### src/logic/ppic_pkg.sv
// shared constants and types of the phy power and interrupt control block
package ppic_pkg;
	localparam int          ADDR_W          = 5;
	localparam int          DATA_W          = 16;
	localparam logic [4:0]  ADDR_STATUS_SUM = 5'h10;
	localparam logic [4:0]  ADDR_SPEC_CTRL  = 5'h11;
	localparam logic [4:0]  ADDR_EVENT      = 5'h12;
	localparam logic [4:0]  ADDR_FC_CNT     = 5'h14;
	localparam logic [4:0]  ADDR_RE_CNT     = 5'h15;
	localparam logic [15:0] CTRL_RESET      = 16'h0108;
	localparam logic [7:0]  EVENT_EN_RESET  = 8'h00;
	localparam logic [7:0]  EVENT_FL_RESET  = 8'h00;
	localparam int          STAT_PEND_BIT   = 7;
	localparam logic [1:0]  PSM_FULL        = 2'h0;
	localparam logic [1:0]  PSM_RESERVED    = 2'h1;
	localparam logic [1:0]  PSM_ACT_SLEEP   = 2'h2;
	localparam logic [7:0]  CNT_HALF        = 8'h7F;
	localparam logic [7:0]  CNT_MAX         = 8'hFF;
	localparam logic [7:0]  CNT_ONE         = 8'h01;
	localparam logic [7:0]  CNT_ZERO        = 8'h00;
	localparam logic [3:0]  FIFO_NIB_0      = 4'h4;
	localparam logic [3:0]  FIFO_NIB_1      = 4'h5;
	localparam logic [3:0]  FIFO_NIB_2      = 4'h6;
	localparam logic [3:0]  FIFO_NIB_3      = 4'h8;
	localparam int          CLK_HZ          = 50_000_000;
	localparam int          NLP_PERIOD_MS   = 1400;
	localparam int          NLP_CYCLES      = NLP_PERIOD_MS * (CLK_HZ / 1000);

	typedef struct packed {
		logic       clk_disable;
		logic       psave_en;
		logic [1:0] psave_mode;
		logic       scr_bypass;
		logic       spare;
		logic [1:0] fifo_depth;
		logic [2:0] rsvd;
		logic       col_fd_en;
		logic       irq_pol;
		logic       irq_test;
		logic       irq_en;
		logic       irq_oe;
	} ppic_ctrl_t;

	// bit 7 here is event register bit 15
	typedef struct packed {
		logic link_quality;
		logic energy;
		logic link_status;
		logic speed;
		logic duplex;
		logic an_done;
		logic fc_half;
		logic re_half;
	} ppic_events_t;

	typedef struct packed {
		logic link_quality;
		logic energy;
		logic link_status;
		logic speed;
		logic duplex;
		logic an_done;
	} ppic_chg_t;

	typedef struct packed {
		logic [ADDR_W-1:0] addr;
		logic [DATA_W-1:0] wdata;
		logic              wr;
		logic              rd;
	} ppic_bus_req_t;

	typedef enum logic [2:0] {
		PS_FULL  = 3'b001,
		PS_SLEEP = 3'b010,
		PS_WOKEN = 3'b100
	} ppic_pstate_t;
endpackage

### src/logic/ppic_top.sv
// power-save, control and event interrupt logic of the transceiver
`timescale 1ns/1ps
module ppic_top #(
	parameter int NLP_CYCLES = ppic_pkg::NLP_CYCLES
) (
	input  wire logic                  i_clk,            // 50 MHz clock
	input  wire logic                  i_rst_b,          // async reset, active low
	input  wire ppic_pkg::ppic_bus_req_t i_bus,          // register port request
	output logic [ppic_pkg::DATA_W-1:0] o_rdata,         // read data, cycle after read
	input  wire logic                  i_std_powerdown,  // standard power-down active
	input  wire logic                  i_partner_detect, // energy detect saw partner
	input  wire logic                  i_link_up,        // link status
	input  wire ppic_pkg::ppic_chg_t   i_chg,            // status change pulses
	input  wire logic                  i_false_carrier,  // false carrier pulse
	input  wire logic                  i_rx_error,       // receive error pulse
	input  wire logic                  i_full_duplex,    // duplex status
	input  wire logic                  i_collision,      // raw collision detect
	input  wire logic                  i_pin_in,         // shared pin level
	output logic                       o_pin_out,        // shared pin drive level
	output logic                       o_pin_oe,         // shared pin drive enable
	output logic                       o_powerdown_req,  // pin asks for power-down
	output logic                       o_clk_disable,    // stop internal clocks
	output logic                       o_active_sleep,   // circuitry powered down
	output logic                       o_nlp_pulse,      // send one link pulse
	output logic                       o_scr_bypass,     // bypass tx scrambler
	output logic [3:0]                 o_fifo_nibbles,   // loopback fifo depth
	output logic                       o_col,            // collision indication
	output logic                       o_irq_active,     // interrupt asserted
	output logic                       o_irq_pending     // enabled event pending
);
	localparam int NLP_W = $clog2(NLP_CYCLES + 1);

	generate
		if (NLP_CYCLES < 2) begin : g_bad_nlp
			$error("NLP_CYCLES must be at least 2");
		end
	endgenerate

	function automatic logic [3:0] depth_nibbles(input logic [1:0] code);
		case (code)
			2'h0:    depth_nibbles = ppic_pkg::FIFO_NIB_0;
			2'h1:    depth_nibbles = ppic_pkg::FIFO_NIB_1;
			2'h2:    depth_nibbles = ppic_pkg::FIFO_NIB_2;
			default: depth_nibbles = ppic_pkg::FIFO_NIB_3;
		endcase
	endfunction

	// clear and a new event in one cycle leave a count of one
	function automatic logic [7:0] cnt_next(input logic [7:0] cnt, input logic inc, input logic clr);
		if (clr) begin
			cnt_next = inc ? ppic_pkg::CNT_ONE : ppic_pkg::CNT_ZERO;
		end else if (inc && cnt != ppic_pkg::CNT_MAX) begin
			cnt_next = cnt + ppic_pkg::CNT_ONE;
		end else begin
			cnt_next = cnt;
		end
	endfunction

	function automatic logic crossed_half(input logic [7:0] old_cnt, input logic [7:0] new_cnt);
		crossed_half = (old_cnt <= ppic_pkg::CNT_HALF) && (new_cnt > ppic_pkg::CNT_HALF);
	endfunction

	function automatic logic hit(input ppic_pkg::ppic_bus_req_t b, input logic [4:0] a, input logic rd);
		hit = (rd ? b.rd : b.wr) && (b.addr == a);
	endfunction

	ppic_pkg::ppic_ctrl_t   ctrl_r;
	ppic_pkg::ppic_ctrl_t   ctrl_nxt;
	ppic_pkg::ppic_events_t flags_r;
	ppic_pkg::ppic_events_t flags_set;
	ppic_pkg::ppic_events_t flags_nxt;
	logic [7:0]             en_r;
	logic [7:0]             fc_cnt_r;
	logic [7:0]             fc_cnt_nxt;
	logic [7:0]             re_cnt_r;
	logic [7:0]             re_cnt_nxt;
	ppic_pkg::ppic_pstate_t ps_r;
	ppic_pkg::ppic_pstate_t ps_nxt;
	logic [NLP_W-1:0]       nlp_cnt_r;
	logic                   pin_meta_r;
	logic                   pin_sync_r;
	logic                   sleep_sel;
	logic                   irq_req;
	logic                   pend_any;
	logic [15:0]            rdata_nxt;

	// control register write; reserved bits stay zero
	always_comb begin
		ctrl_nxt = ctrl_r;
		if (hit(i_bus, ppic_pkg::ADDR_SPEC_CTRL, 1'b0)) begin
			ctrl_nxt = ppic_pkg::ppic_ctrl_t'(i_bus.wdata);
			ctrl_nxt.rsvd = 3'h0;
			// a set outside power-down is dropped unless the bit is already set, a clear always taken
			if (!i_std_powerdown && !ctrl_r.clk_disable) begin
				ctrl_nxt.clk_disable = 1'b0;
			end
			// reserved mode code leaves the old mode in force
			if (ctrl_nxt.psave_mode == ppic_pkg::PSM_RESERVED) begin
				ctrl_nxt.psave_mode = ctrl_r.psave_mode;
			end
		end
	end

	always_ff @(posedge i_clk or negedge i_rst_b) begin
		if (!i_rst_b) begin
			ctrl_r <= ppic_pkg::ppic_ctrl_t'(ppic_pkg::CTRL_RESET);
		end else begin
			ctrl_r <= ctrl_nxt;
		end
	end

	// event enables in the low byte of the event register
	always_ff @(posedge i_clk or negedge i_rst_b) begin
		if (!i_rst_b) begin
			en_r <= ppic_pkg::EVENT_EN_RESET;
		end else if (hit(i_bus, ppic_pkg::ADDR_EVENT, 1'b0)) begin
			en_r <= i_bus.wdata[7:0];
		end
	end

	// saturating event counters, cleared by their own read
	always_comb begin
		fc_cnt_nxt = cnt_next(fc_cnt_r, i_false_carrier, hit(i_bus, ppic_pkg::ADDR_FC_CNT, 1'b1));
		re_cnt_nxt = cnt_next(re_cnt_r, i_rx_error, hit(i_bus, ppic_pkg::ADDR_RE_CNT, 1'b1));
	end

	always_ff @(posedge i_clk or negedge i_rst_b) begin
		if (!i_rst_b) begin
			fc_cnt_r <= ppic_pkg::CNT_ZERO;
			re_cnt_r <= ppic_pkg::CNT_ZERO;
		end else begin
			fc_cnt_r <= fc_cnt_nxt;
			re_cnt_r <= re_cnt_nxt;
		end
	end

	// sticky flags; a new event in the clearing read survives it
	always_comb begin
		flags_set.link_quality = i_chg.link_quality && i_link_up;
		flags_set.energy       = i_chg.energy;
		flags_set.link_status  = i_chg.link_status;
		flags_set.speed        = i_chg.speed;
		flags_set.duplex       = i_chg.duplex;
		flags_set.an_done      = i_chg.an_done;
		flags_set.fc_half      = crossed_half(fc_cnt_r, fc_cnt_nxt);
		flags_set.re_half      = crossed_half(re_cnt_r, re_cnt_nxt);
		if (hit(i_bus, ppic_pkg::ADDR_EVENT, 1'b1)) begin
			flags_nxt = flags_set;
		end else begin
			flags_nxt = flags_r | flags_set;
		end
	end

	always_ff @(posedge i_clk or negedge i_rst_b) begin
		if (!i_rst_b) begin
			flags_r <= ppic_pkg::ppic_events_t'(ppic_pkg::EVENT_FL_RESET);
		end else begin
			flags_r <= flags_nxt;
		end
	end

	// interrupt request from enabled events or the test bit
	always_comb begin
		pend_any = |(flags_r & en_r);
		irq_req  = (ctrl_r.irq_en && pend_any) || ctrl_r.irq_test;
	end

	// power-save state
	always_comb begin
		sleep_sel = ctrl_r.psave_en && (ctrl_r.psave_mode == ppic_pkg::PSM_ACT_SLEEP);
		ps_nxt    = ps_r;
		case (ps_r)
			ppic_pkg::PS_FULL: begin
				if (sleep_sel) begin
					ps_nxt = ppic_pkg::PS_SLEEP;
				end
			end
			ppic_pkg::PS_SLEEP: begin
				if (!sleep_sel) begin
					ps_nxt = ppic_pkg::PS_FULL;
				end else if (i_partner_detect) begin
					ps_nxt = ppic_pkg::PS_WOKEN;
				end
			end
			ppic_pkg::PS_WOKEN: begin
				// stays awake until software leaves and re-enters sleep
				if (!sleep_sel) begin
					ps_nxt = ppic_pkg::PS_FULL;
				end
			end
			default: begin
				ps_nxt = ppic_pkg::PS_FULL;
			end
		endcase
	end

	always_ff @(posedge i_clk or negedge i_rst_b) begin
		if (!i_rst_b) begin
			ps_r <= ppic_pkg::PS_FULL;
		end else begin
			ps_r <= ps_nxt;
		end
	end

	// link pulse timer, runs only while asleep
	always_ff @(posedge i_clk or negedge i_rst_b) begin
		if (!i_rst_b) begin
			nlp_cnt_r   <= '0;
			o_nlp_pulse <= 1'b0;
		end else if (ps_r != ppic_pkg::PS_SLEEP) begin
			nlp_cnt_r   <= '0;
			o_nlp_pulse <= 1'b0;
		end else if (nlp_cnt_r == NLP_W'(NLP_CYCLES - 1)) begin
			nlp_cnt_r   <= '0;
			o_nlp_pulse <= 1'b1;
		end else begin
			nlp_cnt_r   <= nlp_cnt_r + NLP_W'(1);
			o_nlp_pulse <= 1'b0;
		end
	end

	// shared pin input comes from outside the clock domain
	always_ff @(posedge i_clk or negedge i_rst_b) begin
		if (!i_rst_b) begin
			pin_meta_r <= 1'b1;
			pin_sync_r <= 1'b1;
		end else begin
			pin_meta_r <= i_pin_in;
			pin_sync_r <= pin_meta_r;
		end
	end

	// registered outputs; one cycle behind their causes
	always_ff @(posedge i_clk or negedge i_rst_b) begin
		if (!i_rst_b) begin
			o_clk_disable   <= 1'b0;
			o_active_sleep  <= 1'b0;
			o_scr_bypass    <= 1'b0;
			o_fifo_nibbles  <= ppic_pkg::FIFO_NIB_1;
			o_col           <= 1'b0;
			o_irq_active    <= 1'b0;
			o_irq_pending   <= 1'b0;
			o_pin_out       <= 1'b1;
			o_pin_oe        <= 1'b0;
			o_powerdown_req <= 1'b0;
		end else begin
			o_clk_disable   <= ctrl_r.clk_disable && i_std_powerdown;
			o_active_sleep  <= (ps_r == ppic_pkg::PS_SLEEP);
			o_scr_bypass    <= ctrl_r.scr_bypass;
			o_fifo_nibbles  <= depth_nibbles(ctrl_r.fifo_depth);
			o_col           <= i_collision && (!i_full_duplex || ctrl_r.col_fd_en);
			o_irq_active    <= irq_req;
			o_irq_pending   <= pend_any;
			o_pin_out       <= irq_req ^ ctrl_r.irq_pol;
			o_pin_oe        <= ctrl_r.irq_oe;
			// pin as power-down input is taken active low
			o_powerdown_req <= !ctrl_r.irq_oe && !pin_sync_r;
		end
	end

	// read mux; data stand only in the cycle after the strobe
	always_comb begin
		rdata_nxt = 16'h0000;
		if (i_bus.rd) begin
			case (i_bus.addr)
				ppic_pkg::ADDR_STATUS_SUM: rdata_nxt[ppic_pkg::STAT_PEND_BIT] = pend_any;
				ppic_pkg::ADDR_SPEC_CTRL:  rdata_nxt = ctrl_r;
				ppic_pkg::ADDR_EVENT:      rdata_nxt = {flags_r, en_r};
				ppic_pkg::ADDR_FC_CNT:     rdata_nxt = {8'h00, fc_cnt_r};
				ppic_pkg::ADDR_RE_CNT:     rdata_nxt = {8'h00, re_cnt_r};
				default:                   rdata_nxt = 16'h0000;
			endcase
		end
	end

	always_ff @(posedge i_clk or negedge i_rst_b) begin
		if (!i_rst_b) begin
			o_rdata <= 16'h0000;
		end else begin
			o_rdata <= rdata_nxt;
		end
	end
endmodule

### config.mk
export PLATFORM = sky130hd
export DESIGN_NAME = ppic_top
export DESIGN_NICKNAME = d
export VERILOG_FILES = /design/src/logic/ppic_pkg.sv /design/src/logic/ppic_top.sv
export SDC_FILE = /design/constraint.sdc
export NUM_CORES = 1
export LEC_CHECK = 0
export BUFFER_PORTS_ARGS = -buffer_cell sky130_fd_sc_hd__buf_4
export CORE_MARGIN = 10
export CORE_UTILIZATION = 35
export DETAILED_ROUTE_END_ITERATION = 6
export SYNTH_ARGS = -nofsm -noshare
export SYNTH_HDL_FRONTEND = slang
export SYNTH_SLANG_ARGS = --single-unit
### constraint.sdc
create_clock -name i_clk -period 4.4 [get_ports i_clk]
set_clock_uncertainty 0.15 [all_clocks]
set_input_delay 0 -clock i_clk [delete_from_list [all_inputs] [get_ports i_clk]]
set_output_delay 0 -clock i_clk [all_outputs]
set_load 0.01 [all_outputs]
# --- Yosys cells after proc, flatten, opt, wreduce, memory -nomap -nowiden ---
# Cells that the tools add are included.
op_classes:
  addsub: 3
  magnitude_cmp: 4
  n_eq_ne: 19
  n_mux: 22
  n_bitwise: 4
  n_reduce_logical: 27
ops:
  columns: ["operator", "n"]
  rows:
  - ["27-bit two-way mux", 2]
  - ["8-bit two-way mux", 5]
  - ["7-bit case mux with 4 select lines", 1]
  - ["27-bit by 1-bit adder with 27-bit output (second input constant)", 1]
  - ["27-bit equality test (second input constant)", 1]
  - ["5-bit equality test (second input constant)", 5]
  - ["8-bit by 1-bit adder with 8-bit output (second input constant)", 2]
  - ["8-bit by 7-bit greater-than comparator with 1-bit output (second input constant)", 2]
  - ["8-bit by 7-bit <= comparator with 1-bit output (second input constant)", 2]
  - ["1-bit logical AND", 16]
  - ["16-bit two-way mux", 1]
  - ["8-bit inequality test (second input constant)", 2]
  - ["8-bit case mux with 2 select lines", 1]
  - ["3-bit two-way mux", 4]
  - ["4-bit case mux with 3 select lines", 1]
  - ["3-bit case mux with 3 select lines", 1]
  - ["8-bit bitwise AND", 1]
  - ["8-bit OR", 1]
  - ["8-bit OR reduction", 1]
  - ["1-bit zero test", 5]
  - ["1-bit two-way mux", 5]
  - ["2-bit by 1-bit equality test with 1-bit output (second input constant)", 2]
  - ["2-bit equality test (second input constant)", 2]
  - ["2-bit inequality test (second input constant)", 2]
  - ["other kinds (12)", 13]
word_totals:
  regBits: 107
  input_bits: 39
  out_inout_bits: 30
  wordCells: 117

# --- Depth between registers and ports, before layout ---
# Gate-level depths: netlist of run 1.
logic_depth:
  depth_word: 8
  ltp_mapped: 8
  depth_no_buf: 6

# --- Worst setup path before layout of run 1 ---
# No wires, ideal clock.
synth_timing:
  path_type: "reg-to-reg"
  from: "register nlp_cnt_r[13]"
  to: "register nlp_cnt_r[19]"
  setup_time_ns: 0.119
  arrival_time_ns: 1.589
  t_required_ns: 4.131
  slack_ns: 2.542
  path_stages_with_launch: 7
  path_buffers: 2
  period_less_slack_ns: 1.858
  cell_sequence: "dfrtp_1 > or4b_1 > nor3_2 > a21o_1 > buf_6 > buf_8 > nor2_1"
synth_via:
  elab_chain_cells: 3
  word_cells_on_any_way: 4
  classes_between: "add/sub: 1; eq/ne: 1; mux: 2"
synth_lines:
  columns: ["item", "line", "text"]
  rows:
  - ["from (decl)", "ppic_top.sv:79", "logic [NLP_W-1:0] nlp_cnt_r;"]
  - ["from (signal assigned)", "ppic_top.sv:217", "nlp_cnt_r <= nlp_cnt_r + NLP_W'(1);"]
  - ["27-bit by 1-bit adder with 27-bit output / 27-bit equality test (equally long branches)", "ppic_top.sv:217, ppic_top.sv:213", null]
  - ["27-bit two-way mux (*)", "ppic_top.sv:213", "end else if (nlp_cnt_r == NLP_W'(NLP_CYCLES - 1)) begin"]
  - ["27-bit two-way mux (*)", "ppic_top.sv:210", "end else if (ps_r != ppic_pkg::PS_SLEEP) begin"]
# Mark *: on every way between the ends. The rest lies on a longest branch, timed or not.
# A chain may end at the register's enable or synchronous reset.

==> results of run 1 <==
[per-layer routing]
layer | wire length, um | share of wire | track usage | up-vias
li1 | - | - | - | 1811
met1 | 5284 | 0.45 | 0.1697 | 1859
met2 | 5681 | 0.48 | 0.2040 | 112
met3 | 646 | 0.055 | 0.04188 | 11
met4 | 132 | 0.011 | 0.03103 | 0
met5 | 0 | 0 | 0 | -
[power by group]
part	switching, W	leakage, nW	internal [W]
sequential	0.000125	1.38	0.00110
clock	0.000368	0.141	0.000448
combinational	0.000161	1.18	0.000182
total	0.000654	2.70	0.00173
[critical path, stage by stage]
cell and delay (ns):
dlygate4sd3_1 0.54, buf_4 0.19, nor2_2 0.14, and2_1 0.38, nand2_1 0.33, a22o_1 0.26, dlygate4sd3_1 0.55
[logic make-up after synthesis]
family	count (synthesis)
xor gates and xnor gates	28
DFF	107
AOI/OAI and AO/OA	71
adders and majority gates	3
and+or+nand+nor	203
muxes	16
buffers and inverters	21
[flip-flops by register name (all words and copies together) (netlist names), 3 cells and up]
signal / count
ctrl_r: 13
en_r: 8
fc_cnt_r: 8
flags_r: 8
nlp_cnt_r: 27
o_fifo_nibbles: 4
o_rdata: 16
ps_r: 3
re_cnt_r: 8
[per-stage QoR]
stage / cell area [um^2] / utilization / total power [W] / hold WS [ns] / cells
final: 6153 / 0.4610 / 0.002388 / 0.05193 / 737
after CTS: 6153 / 0.4610 / 0.002419 / 0.04212 / 737
after detailed placement: 5470 / 0.4098 / 0.001561 / -0.04085 / 683
after global placement: 5470 / 0.4098 / 0.001552 / -0.04032 / 683
after floorplan: 4811 / - / 0.001393 / -0.4456 / 449
after global routing: 6153 / 0.4610 / 0.002520 / 0.06369 / 737
[what timing repair did]
action                                 4_1_cts  5_1_grt
endpoints found under the hold margin      121        0
hold buffers                                38        0
setup buffers                                0        0
[worst paths after layout]
kind / cells past startpoint / end
worst max-delay path: 7 / flags_r[7]$_DFF_PN0_
worst min-delay path: 5 / o_rdata[7]$_DFF_PN0_
worst max register to register: 6 / nlp_cnt_r[17]$_DFF_PN0_
worst min register to register: 0 / pin_sync_r$_DFF_PN1_
max in group asynchronous: 3 / ctrl_r[3]$_DFFE_PN1P_
min in group asynchronous: 2 / nlp_cnt_r[16]$_DFF_PN0_
[cells in the final DEF, fill, tap and decap left out, types with 4 or more instances in the layout]
master | Yosys | final
a21o_1 | 8 | 8
a21oi_1 | 8 | 8
a222oi_1 | 5 | 5
a22o_1 | 9 | 9
a22oi_1 | 6 | 6
a31oi_1 | 4 | 4
and3_1 | 7 | 7
and4_1 | 4 | 4
buf_4 | 0 | 70
clkbuf_16 | 0 | 9
dfrtp_1 | 99 | 99
dfstp_2 | 8 | 8
dlygate4sd3_1 | 0 | 38
inv_1 | 8 | 8
mux2_2 | 14 | 14
nand2_1 | 60 | 60
nand3_1 | 19 | 19
nand4_1 | 10 | 10
nor2_1 | 49 | 49
nor2b_1 | 4 | 4
nor3_1 | 13 | 13
nor4_1 | 6 | 6
o21ai_0 | 14 | 14
xnor2_1 | 14 | 14
xor2_1 | 14 | 14
[final cells by class]
type / count / area, um^2
Clock buffer: 10 / 229.0
Timing Repair Buffer: 108 / 905.9
Multi-Input combinational cell: 321 / 2003
Tap cell: 176 / 220.2
Sequential cell: 107 / 2688
Clock inverter: 6 / 73.82
Fill cell: 1245 / 7194
Inverter: 9 / 33.78
==> summary.txt, run 1 <==
Routing
  • TritonRoute pass-1 iters: 5
  • Residual DRC count: 0
  • Vias per Instance: 5.147
  • Total Wirelength: 11.74 mm
  • Detailed router's first-iteration violation count: between 200 and 300
  • Wire length per cell: about 16 um
  • Via count: approximately 3800
  • Antenna Nets Post-Route: 0

Flow run
  • Max-cap viol count: 0

Worst setup path
  • Crit path from: i_bus[18]
  • WP data arrival: 2.41 ns
  • Reg2reg start: nlp_cnt_r[0]$_DFF_PN0_
  • Worst EP required: around 4.5 ns
  • CP Max Fanout: 14
  • Crit start category: input port
  • Kind of critical path: input port to register
  • R2r setup slk: 2.24 ns
  • CP Capture Type: register

Die
  • Area of the core: 13350 um^2
  • Die Span Y: 137.2 um
  • Initial Util: 0.3604
  • IO Pins: 69
  • DIE WIDTH: 137.2 um
  • Die area: 18830 um^2
  • Row count: 42

Global routing
  • Total gr overflow: 0
  • Initial antenna violation count: 0
  • Vias in the first global route: around 3800
  • Overall global routing resource usage: 0.1297
  • First-pass GRT wire length: ~19 mm
  • Largest net degree at the start of global routing: 75

Place
  • Number of buffers inserted by port buffering: ~70
  • Final HPWL from detailed placement: ~8.3 mm
  • DP Worst Slack: 2.236 ns
  • Placer Congestion: 0.8865

Logic synthesis
  • Yosys warns: 0
  • Syn Nets: 491
  • FF+latch count, synth: around 110
  • Syn Inst Count: between 400 and 500
  • Mux contribution to synthesized area: 0.03693
  • Avg Cell Area, Syn: 10.71 um^2
  • Largest family of logic cells by synthesized area: simple AND/OR/NAND/NOR gates
  • Most numerous cell in the Yosys netlist: dfrtp_1
  • Sequential area share after synthesis: 0.5586
  • Fraction of registers with async set/reset: 1.000
  • Post-Synthesis Cell Area: slightly below 5000 um^2
  • Post-synthesis cell type count: 61
  • Synth area leaders: dfrtp_1 51%, nand2_1 4.7%, dfstp_2 4.4%
  • Top post-synthesis cells by count: 99 x dfrtp_1, 60 x nand2_1, 49 x nor2_1
  • Top FF cell, synth: dfrtp_1
  • Synth Area in Simple Gates: 0.2140
  • Compound-Gate Fraction of Synth Area: 0.1066
  • Post-synth EDFFs: 0
  • Area share of the largest cell type after synthesis: 0.5150
  • Synth Area in Adders: 0.007802
  • Area leader, netlist: dfrtp_1
  • Synth Area in XOR/XNOR: 0.05098

Clock network
  • Clk slew on worst S/H paths: 0.07 ns
  • TritonCTS clock tree: yes
  • Num CTS Buffers: 9
  • Htree depth: 3
  • Sink Count: roughly 110
  • Post_cts resized: 0
  • Clock tree buffer depth: 2
  • Root buffer cell: clkbuf_16
  • Clock latency on the worst-skew pair: around 0.35 ns

STA
  • Final Hold Vio Count: 0
  • RSZ-0062 raised after global routing: false
  • Fmax: 430.7 MHz
  • Final min period: between 2 and 2.5 ns
  • Period utilization: 0.5277
  • Count of final max-slew check failures: 0
  • Post-route setup TNS: 0 ns
  • Setup-violating endpoint count in the final report: 0
  • Worst-Margin Slew: 0.9281 ns
  • Worst Setup Slack, final: between 2 and 2.5 ns
  • Slew HR: 0.3813

Layout
  • Area Overhead vs Synth: 27.91%
  • Post-layout nets: roughly 600
  • Layout cells sized above 1: 0.2210
  • Ant diodes: 0

Pwr
  • Max VDD drop: 0.2976 mV
  • P per Cell Area: 388.0 nW/um^2
  • Lkg Pwr: 2.697 nW

Worst hold path
  • Min-Delay Path Class: input port to register
  • Hold path startpoint: i_bus[20]

Run status
  • Status: completed
(Power assumes the default switching activity.)
==> run 2, diff against run 1 <==
Clock period 4.4 ns to 2.2 ns, I/O delays scaled along.
==> run 2 against run 1 <==
  * Flip-flop and latch count did not move
  * Hold slack got worse by 0.022 ns
  * Core utilization up 0.87 points
  * Combinational power grew 110%
  * Final cell count increased by 1.5%
  * Design area rose by 1.9%
  * Non-clock buffer count is 10 higher
  * Clock power up 100%
==> summary.txt, run 2 (synthesized netlist as in run 1, its figures left out) <==
Run status
  • Status: completed

STA
  • Count of final max-slew check failures: 0
  • Post-route setup TNS: 0 ns
  • Final Hold Vio Count: 0
  • Fmax: a little under 500 MHz
  • Final min period: 2.070 ns
  • Worst-Margin Slew: 0.6427 ns
  • Period utilization: 0.9410
  • Final hold slack: 0.02948 ns
  • Setup-violating endpoint count in the final report: 0
  • RSZ-0062 raised after global routing: false
  • Slew HR: 0.5701

Worst setup path
  • WP data arrival: 2.15 ns
  • R2r setup slk: 0.25 ns
  • R2R cell count: 4
  • CP Capture Type: register
  • CP Max Fanout: 8
  • R2R Path End: nlp_cnt_r[10]$_DFF_PN0_
  • Worst path max stage delay: 0.54 ns
  • Worst EP required: 2.28 ns
  • Worst path slowest cell: dlygate4sd3_1
  • Crit start category: input port
  • CP cell instances: buf_4, or3b_1, nor2_2, and2_1, nand2_1, a22o_1, dlygate4sd3_1
  • Kind of critical path: input port to register
  • Reg2reg start: nlp_cnt_r[13]$_DFF_PN0_

Layout
  • Commonest non-fill, non-tap cell in the layout: dfrtp_1
  • Design area: 6270 um^2
  • Area Overhead vs Synth: 30.33%
  • Post-layout nets: 608
  • Layout cells sized above 1: 0.2329
  • FF+latch area: 2688 um^2
  • Max reg flops: 27
  • Fill cells: 1261
  • Top flop regs: nlp_cnt_r x27, o_rdata x16, ctrl_r x13
  • Most frequent cells in the layout: 99 x dfrtp_1, 76 x buf_4, 60 x nand2_1
  • Post-layout util: 0.4697
  • Largest register by flop count: nlp_cnt_r
  • Area taken by multi-input logic gates: ~2000 um^2

Clock network
  • TritonCTS clock tree: yes
  • Clock latency on the worst-skew pair: 0.35 ns
  • Root buffer cell: clkbuf_16
  • Sink Count: ~110
  • Htree depth: 3
  • Num CTS Buffers: 9
  • Clock tree buffer depth: 2
  • Clk slew on worst S/H paths: about 0.07 ns
  • Post-CTS setup buffer count: 0

Routing
  • Via count: 3831
  • Residual DRC count: 0
  • Vias per Instance: 5.122
  • Antenna Nets Post-Route: 0
  • Wire length per cell: 16.28 um
  • Total Wirelength: 12.18 mm
  • Detailed router's first-iteration violation count: 346
  • TritonRoute pass-1 iters: 6

Worst hold path
  • Min-Delay Path Class: input port to register
  • Hold path startpoint: i_bus[18]
  • Hold depth: 4
  • Hold Path End: o_rdata[7]$_DFF_PN0_

Pwr
  • Lkg Pwr: 2.766 nW
  • Max VDD drop: 0.4953 mV
  • P per Cell Area: slightly below 800 nW/um^2

Die
  • Die Span Y: 137.2 um
  • Initial Util: 0.3604
  • Die area: ~19000 um^2
  • Row count: 42
  • IO Pins: 69
  • Area of the core: between 10000 and 15000 um^2
  • DIE WIDTH: about 140 um

Global routing
  • Initial antenna violation count: 1
  • Overall global routing resource usage: 0.1325
  • Largest net degree at the start of global routing: 42
  • Total gr overflow: 0
  • First-pass GRT wire length: 19.78 mm
  • Vias in the first global route: 3892

Place
  • Placer Congestion: 0.9067
  • Placed Area: 5555 um^2
  • Number of buffers inserted by port buffering: 68
  • Final HPWL from detailed placement: 8.640 mm

Flow run
  • Max-cap viol count: 0
run 2: timing repair:
item                                   4_1_cts  5_1_grt
hold buffers                                40        0
endpoints found under the hold margin      155        0
gates resized for setup                      0        0
run 2: how the worst max path moves through the flow:
stage	startpoint	to	slack, ns
6_report	i_bus[21]	flags_r[7]$_DFF_PN0_	0.13
5_1_grt	i_bus[19]	ctrl_r[13]$_DFFE_PN0P_	0.01
4_1_cts	i_bus[21]	flags_r[7]$_DFF_PN0_	0.17
3_5_place_dp	nlp_cnt_r[0]$_DFF_PN0_	nlp_cnt_r[21]$_DFF_PN0_	0.26
3_3_place_gp	nlp_cnt_r[13]$_DFF_PN0_	nlp_cnt_r[8]$_DFF_PN0_	0.32
2_1_floorplan	nlp_cnt_r[13]$_DFF_PN0_	nlp_cnt_r[19]$_DFF_PN0_	0.34
run 2: cell type report:
class,instances,share of cell area
Multi-Input combinational cell,321,0.3195
Inverter,9,0.005388
Clock inverter,5,0.009379
Tap cell,176,0.03512
Antenna cell,1,0.0003991
Sequential cell,107,0.4287
Timing Repair Buffer,118,0.1612
Clock buffer,11,0.04031
run 2: metrics by stage:
stage,instances,setup WS [ns],total power (W)
after global placement,691,0.3172,0.003109
final,748,0.1298,0.004835
after global routing,748,0.01152,0.005082
after floorplan,449,0.3420,0.002786
after detailed placement,691,0.2618,0.003138
after CTS,747,0.1738,0.004887
run 2: per-layer routing:
| metal | track usage | vias up | routed length, um |
|---|---|---|---|
| met3 | 0.04151 | 20 | 724 |
| li1 | - | 1821 | - |
| met2 | 0.2107 | 121 | 5868 |
| met4 | 0.04450 | 0 | 284 |
| met5 | 0 | - | 0 |
| met1 | 0.1675 | 1869 | 5300 |
run 2: power breakdown:
group          total (W)  internal [W]  switching (W)
clock network    0.00167      0.000947       0.000723
registers        0.00246       0.00221       0.000247
logic           0.000710      0.000378       0.000332
run 2: worst max-delay path, delay by kind of cell:
family / cells / cell delay [ns]
simple gates: 4 / 1.23
buf+inv: 2 / 0.65
compound gates: 1 / 0.26
==> run 3, diff against run 2 <==
Settings changed: CORE_UTILIZATION 35 to 57, PLACE_DENSITY set to 0.79.
==> run 3 against run 2 <==
  * Register-to-register slack worse by 0.06 ns
  * Hold slack better by 0.026 ns
  * Routed wire length up 8.5%
  * Die area down 34%
  * Sequential power about the same
  * Via count up 6.2%
  * Largest cell class unchanged
  * Setup slack worse by 0.024 ns
  * Sequential share of layout area up 0.48 points
  * Clock-buffer cell count down 2
  * Largest power group unchanged
  * Critical path depth up 2
==> summary.txt, run 3 (synthesized netlist as in run 1, its figures left out) <==
Layout
  • Largest register by flop count: nlp_cnt_r
  • Post-layout nets: 620
  • FF+latch area: about 2700 um^2
  • Area Overhead vs Synth: 28.87%
  • Fill cells: ~520
  • Layout cells sized above 1: 0.2384
  • Post-layout util: 0.7545
  • Max reg flops: 27
  • Area taken by multi-input logic gates: between 2000 and 2500 um^2
  • Top flop regs: nlp_cnt_r x27, o_rdata x16, ctrl_r x13
  • Ant diodes: 0
  • Most frequent cells in the layout: 99 x dfrtp_1, 76 x buf_4, 59 x nand2_1
  • Commonest non-fill, non-tap cell in the layout: dfrtp_1

Clock network
  • TritonCTS clock tree: yes
  • Num CTS Buffers: 9
  • Clock latency on the worst-skew pair: 0.38 ns
  • Clock tree buffer depth: 2
  • Sink Count: 107
  • Clk slew on worst S/H paths: 0.11 ns
  • Htree depth: 3
  • Root buffer cell: clkbuf_8

STA
  • Final min period: ~2.1 ns
  • Slew HR: 0.5841
  • Setup-violating endpoint count in the final report: 0
  • Fmax: 477.4 MHz
  • Count of final max-slew check failures: 0
  • Final Hold Vio Count: 0
  • Period utilization: 0.9520
  • Worst-Margin Slew: 0.6186 ns

Die
  • DIE WIDTH: 111.9 um
  • Initial Util: 0.5855
  • Row count: 33
  • Area of the core: 8217 um^2
  • Die Span Y: 111.9 um
  • IO Pins: 69
  • Die area: 12510 um^2

Worst setup path
  • Kind of critical path: input port to register
  • CP Max Fanout: 7
  • WP data arrival: 2.25 ns
  • Worst EP required: 2.35 ns
  • R2R cell count: 6
  • Crit start category: input port
  • CP Capture Type: register

Place
  • Number of buffers inserted by port buffering: 68
  • Final HPWL from detailed placement: 8.370 mm
  • Placer Congestion: between 0.9 and 1

Pwr
  • Max VDD drop: 0.5468 mV
  • Power Total: 0.004392 W
  • P per Cell Area: 708.4 nW/um^2
  • Lkg Pwr: 2.782 nW

Routing
  • Vias per Instance: 5.914
  • Wire length per cell: 19.21 um
  • Via count: around 4000
  • Detailed router's first-iteration violation count: 385
  • TritonRoute pass-1 iters: 6
  • Residual DRC count: 0
  • Antenna Nets Post-Route: 0
  • Total Wirelength: 13.21 mm

Run status
  • Status: completed

Worst hold path
  • Min-Delay Path Class: input port to async pin

Global routing
  • Initial antenna violation count: 0
  • Vias in the first global route: 4324
  • First-pass GRT wire length: roughly 22 mm
  • Overall global routing resource usage: 0.2121
  • Total gr overflow: 0
  • Largest net degree at the start of global routing: 73

Flow run
  • Max-cap viol count: 0
-- run 3: layout make-up --
cell class	count	share of cell area
Clock buffer	9	0.01998
Clock inverter	7	0.009485
Inverter	9	0.005449
Multi-Input combinational cell	321	0.3261
Sequential cell	107	0.4335
Tap cell	105	0.02119
Timing Repair Buffer	130	0.1843
-- run 3: metal layers --
layer,vias up,GRT usage,wire length (um)
met4,0,0.08997,425
met3,42,0.05153,1015
met2,228,0.3784,6977
li1,1847,-,-
met5,-,0,0
met1,1952,0.2344,4797
-- run 3: path summary, 6_finish.rpt --
kind | startpoint | end | slack, ns
worst min-delay path | i_rst_b | ctrl_r[3]$_DFFE_PN1P_ | 0.06
worst max-delay path | i_bus[19] | fc_cnt_r[0]$_DFF_PN0_ | 0.11
max in group asynchronous | i_rst_b | pin_sync_r$_DFF_PN1_ | 1.41
min in group i_clk | i_bus[21] | o_rdata[7]$_DFF_PN0_ | 0.07
worst max register to register | nlp_cnt_r[0]$_DFF_PN0_ | nlp_cnt_r[18]$_DFF_PN0_ | 0.19
worst min register to register | pin_meta_r$_DFF_PN1_ | pin_sync_r$_DFF_PN1_ | 0.21
-- run 3: repair_timing --
| item | 4_1_cts | 5_1_grt |
|---|---|---|
| hold buffers | 51 | 0 |
| buffers inserted | 0 | 5 |
| hold endpoints to repair | 159 | 0 |
| setup endpoints to repair | 0 | 10 |
| gates resized for setup | 0 | 7 |
-- run 3: worst max-delay path, stage by stage --
cell and delay (ns):
dlygate4sd3_1 0.54, buf_4 0.17, nor4bb_2 0.32, buf_4 0.18
nand2_1 0.11, nor2_4 0.21, nand2_1 0.07, dlygate4sd3_1 0.55
o211ai_1 0.10
-- run 3: through the flow --
stage               instances  hold WS, ns  worst slack [ns]   TNS [ns]  area [um^2]
floorplan                 449      -0.4456            0.3420          0         4811
global placement          616      -0.1714            0.3102          0         5436
detailed placement        616      -0.1663            0.2434          0         5436
CTS                       683     0.004243           0.04662          0         6140
global route              688      0.04368         -0.005969  -0.005969         6200
finish                    688      0.05544            0.1055          0         6200
-- run 3: power breakdown --
part           total (W)  switching (W)  internal (W)  leakage (nW)
Clock            0.00115       0.000721      0.000430        0.0921
Combinational   0.000787       0.000368      0.000419          1.31
Sequential       0.00245       0.000248       0.00221          1.38
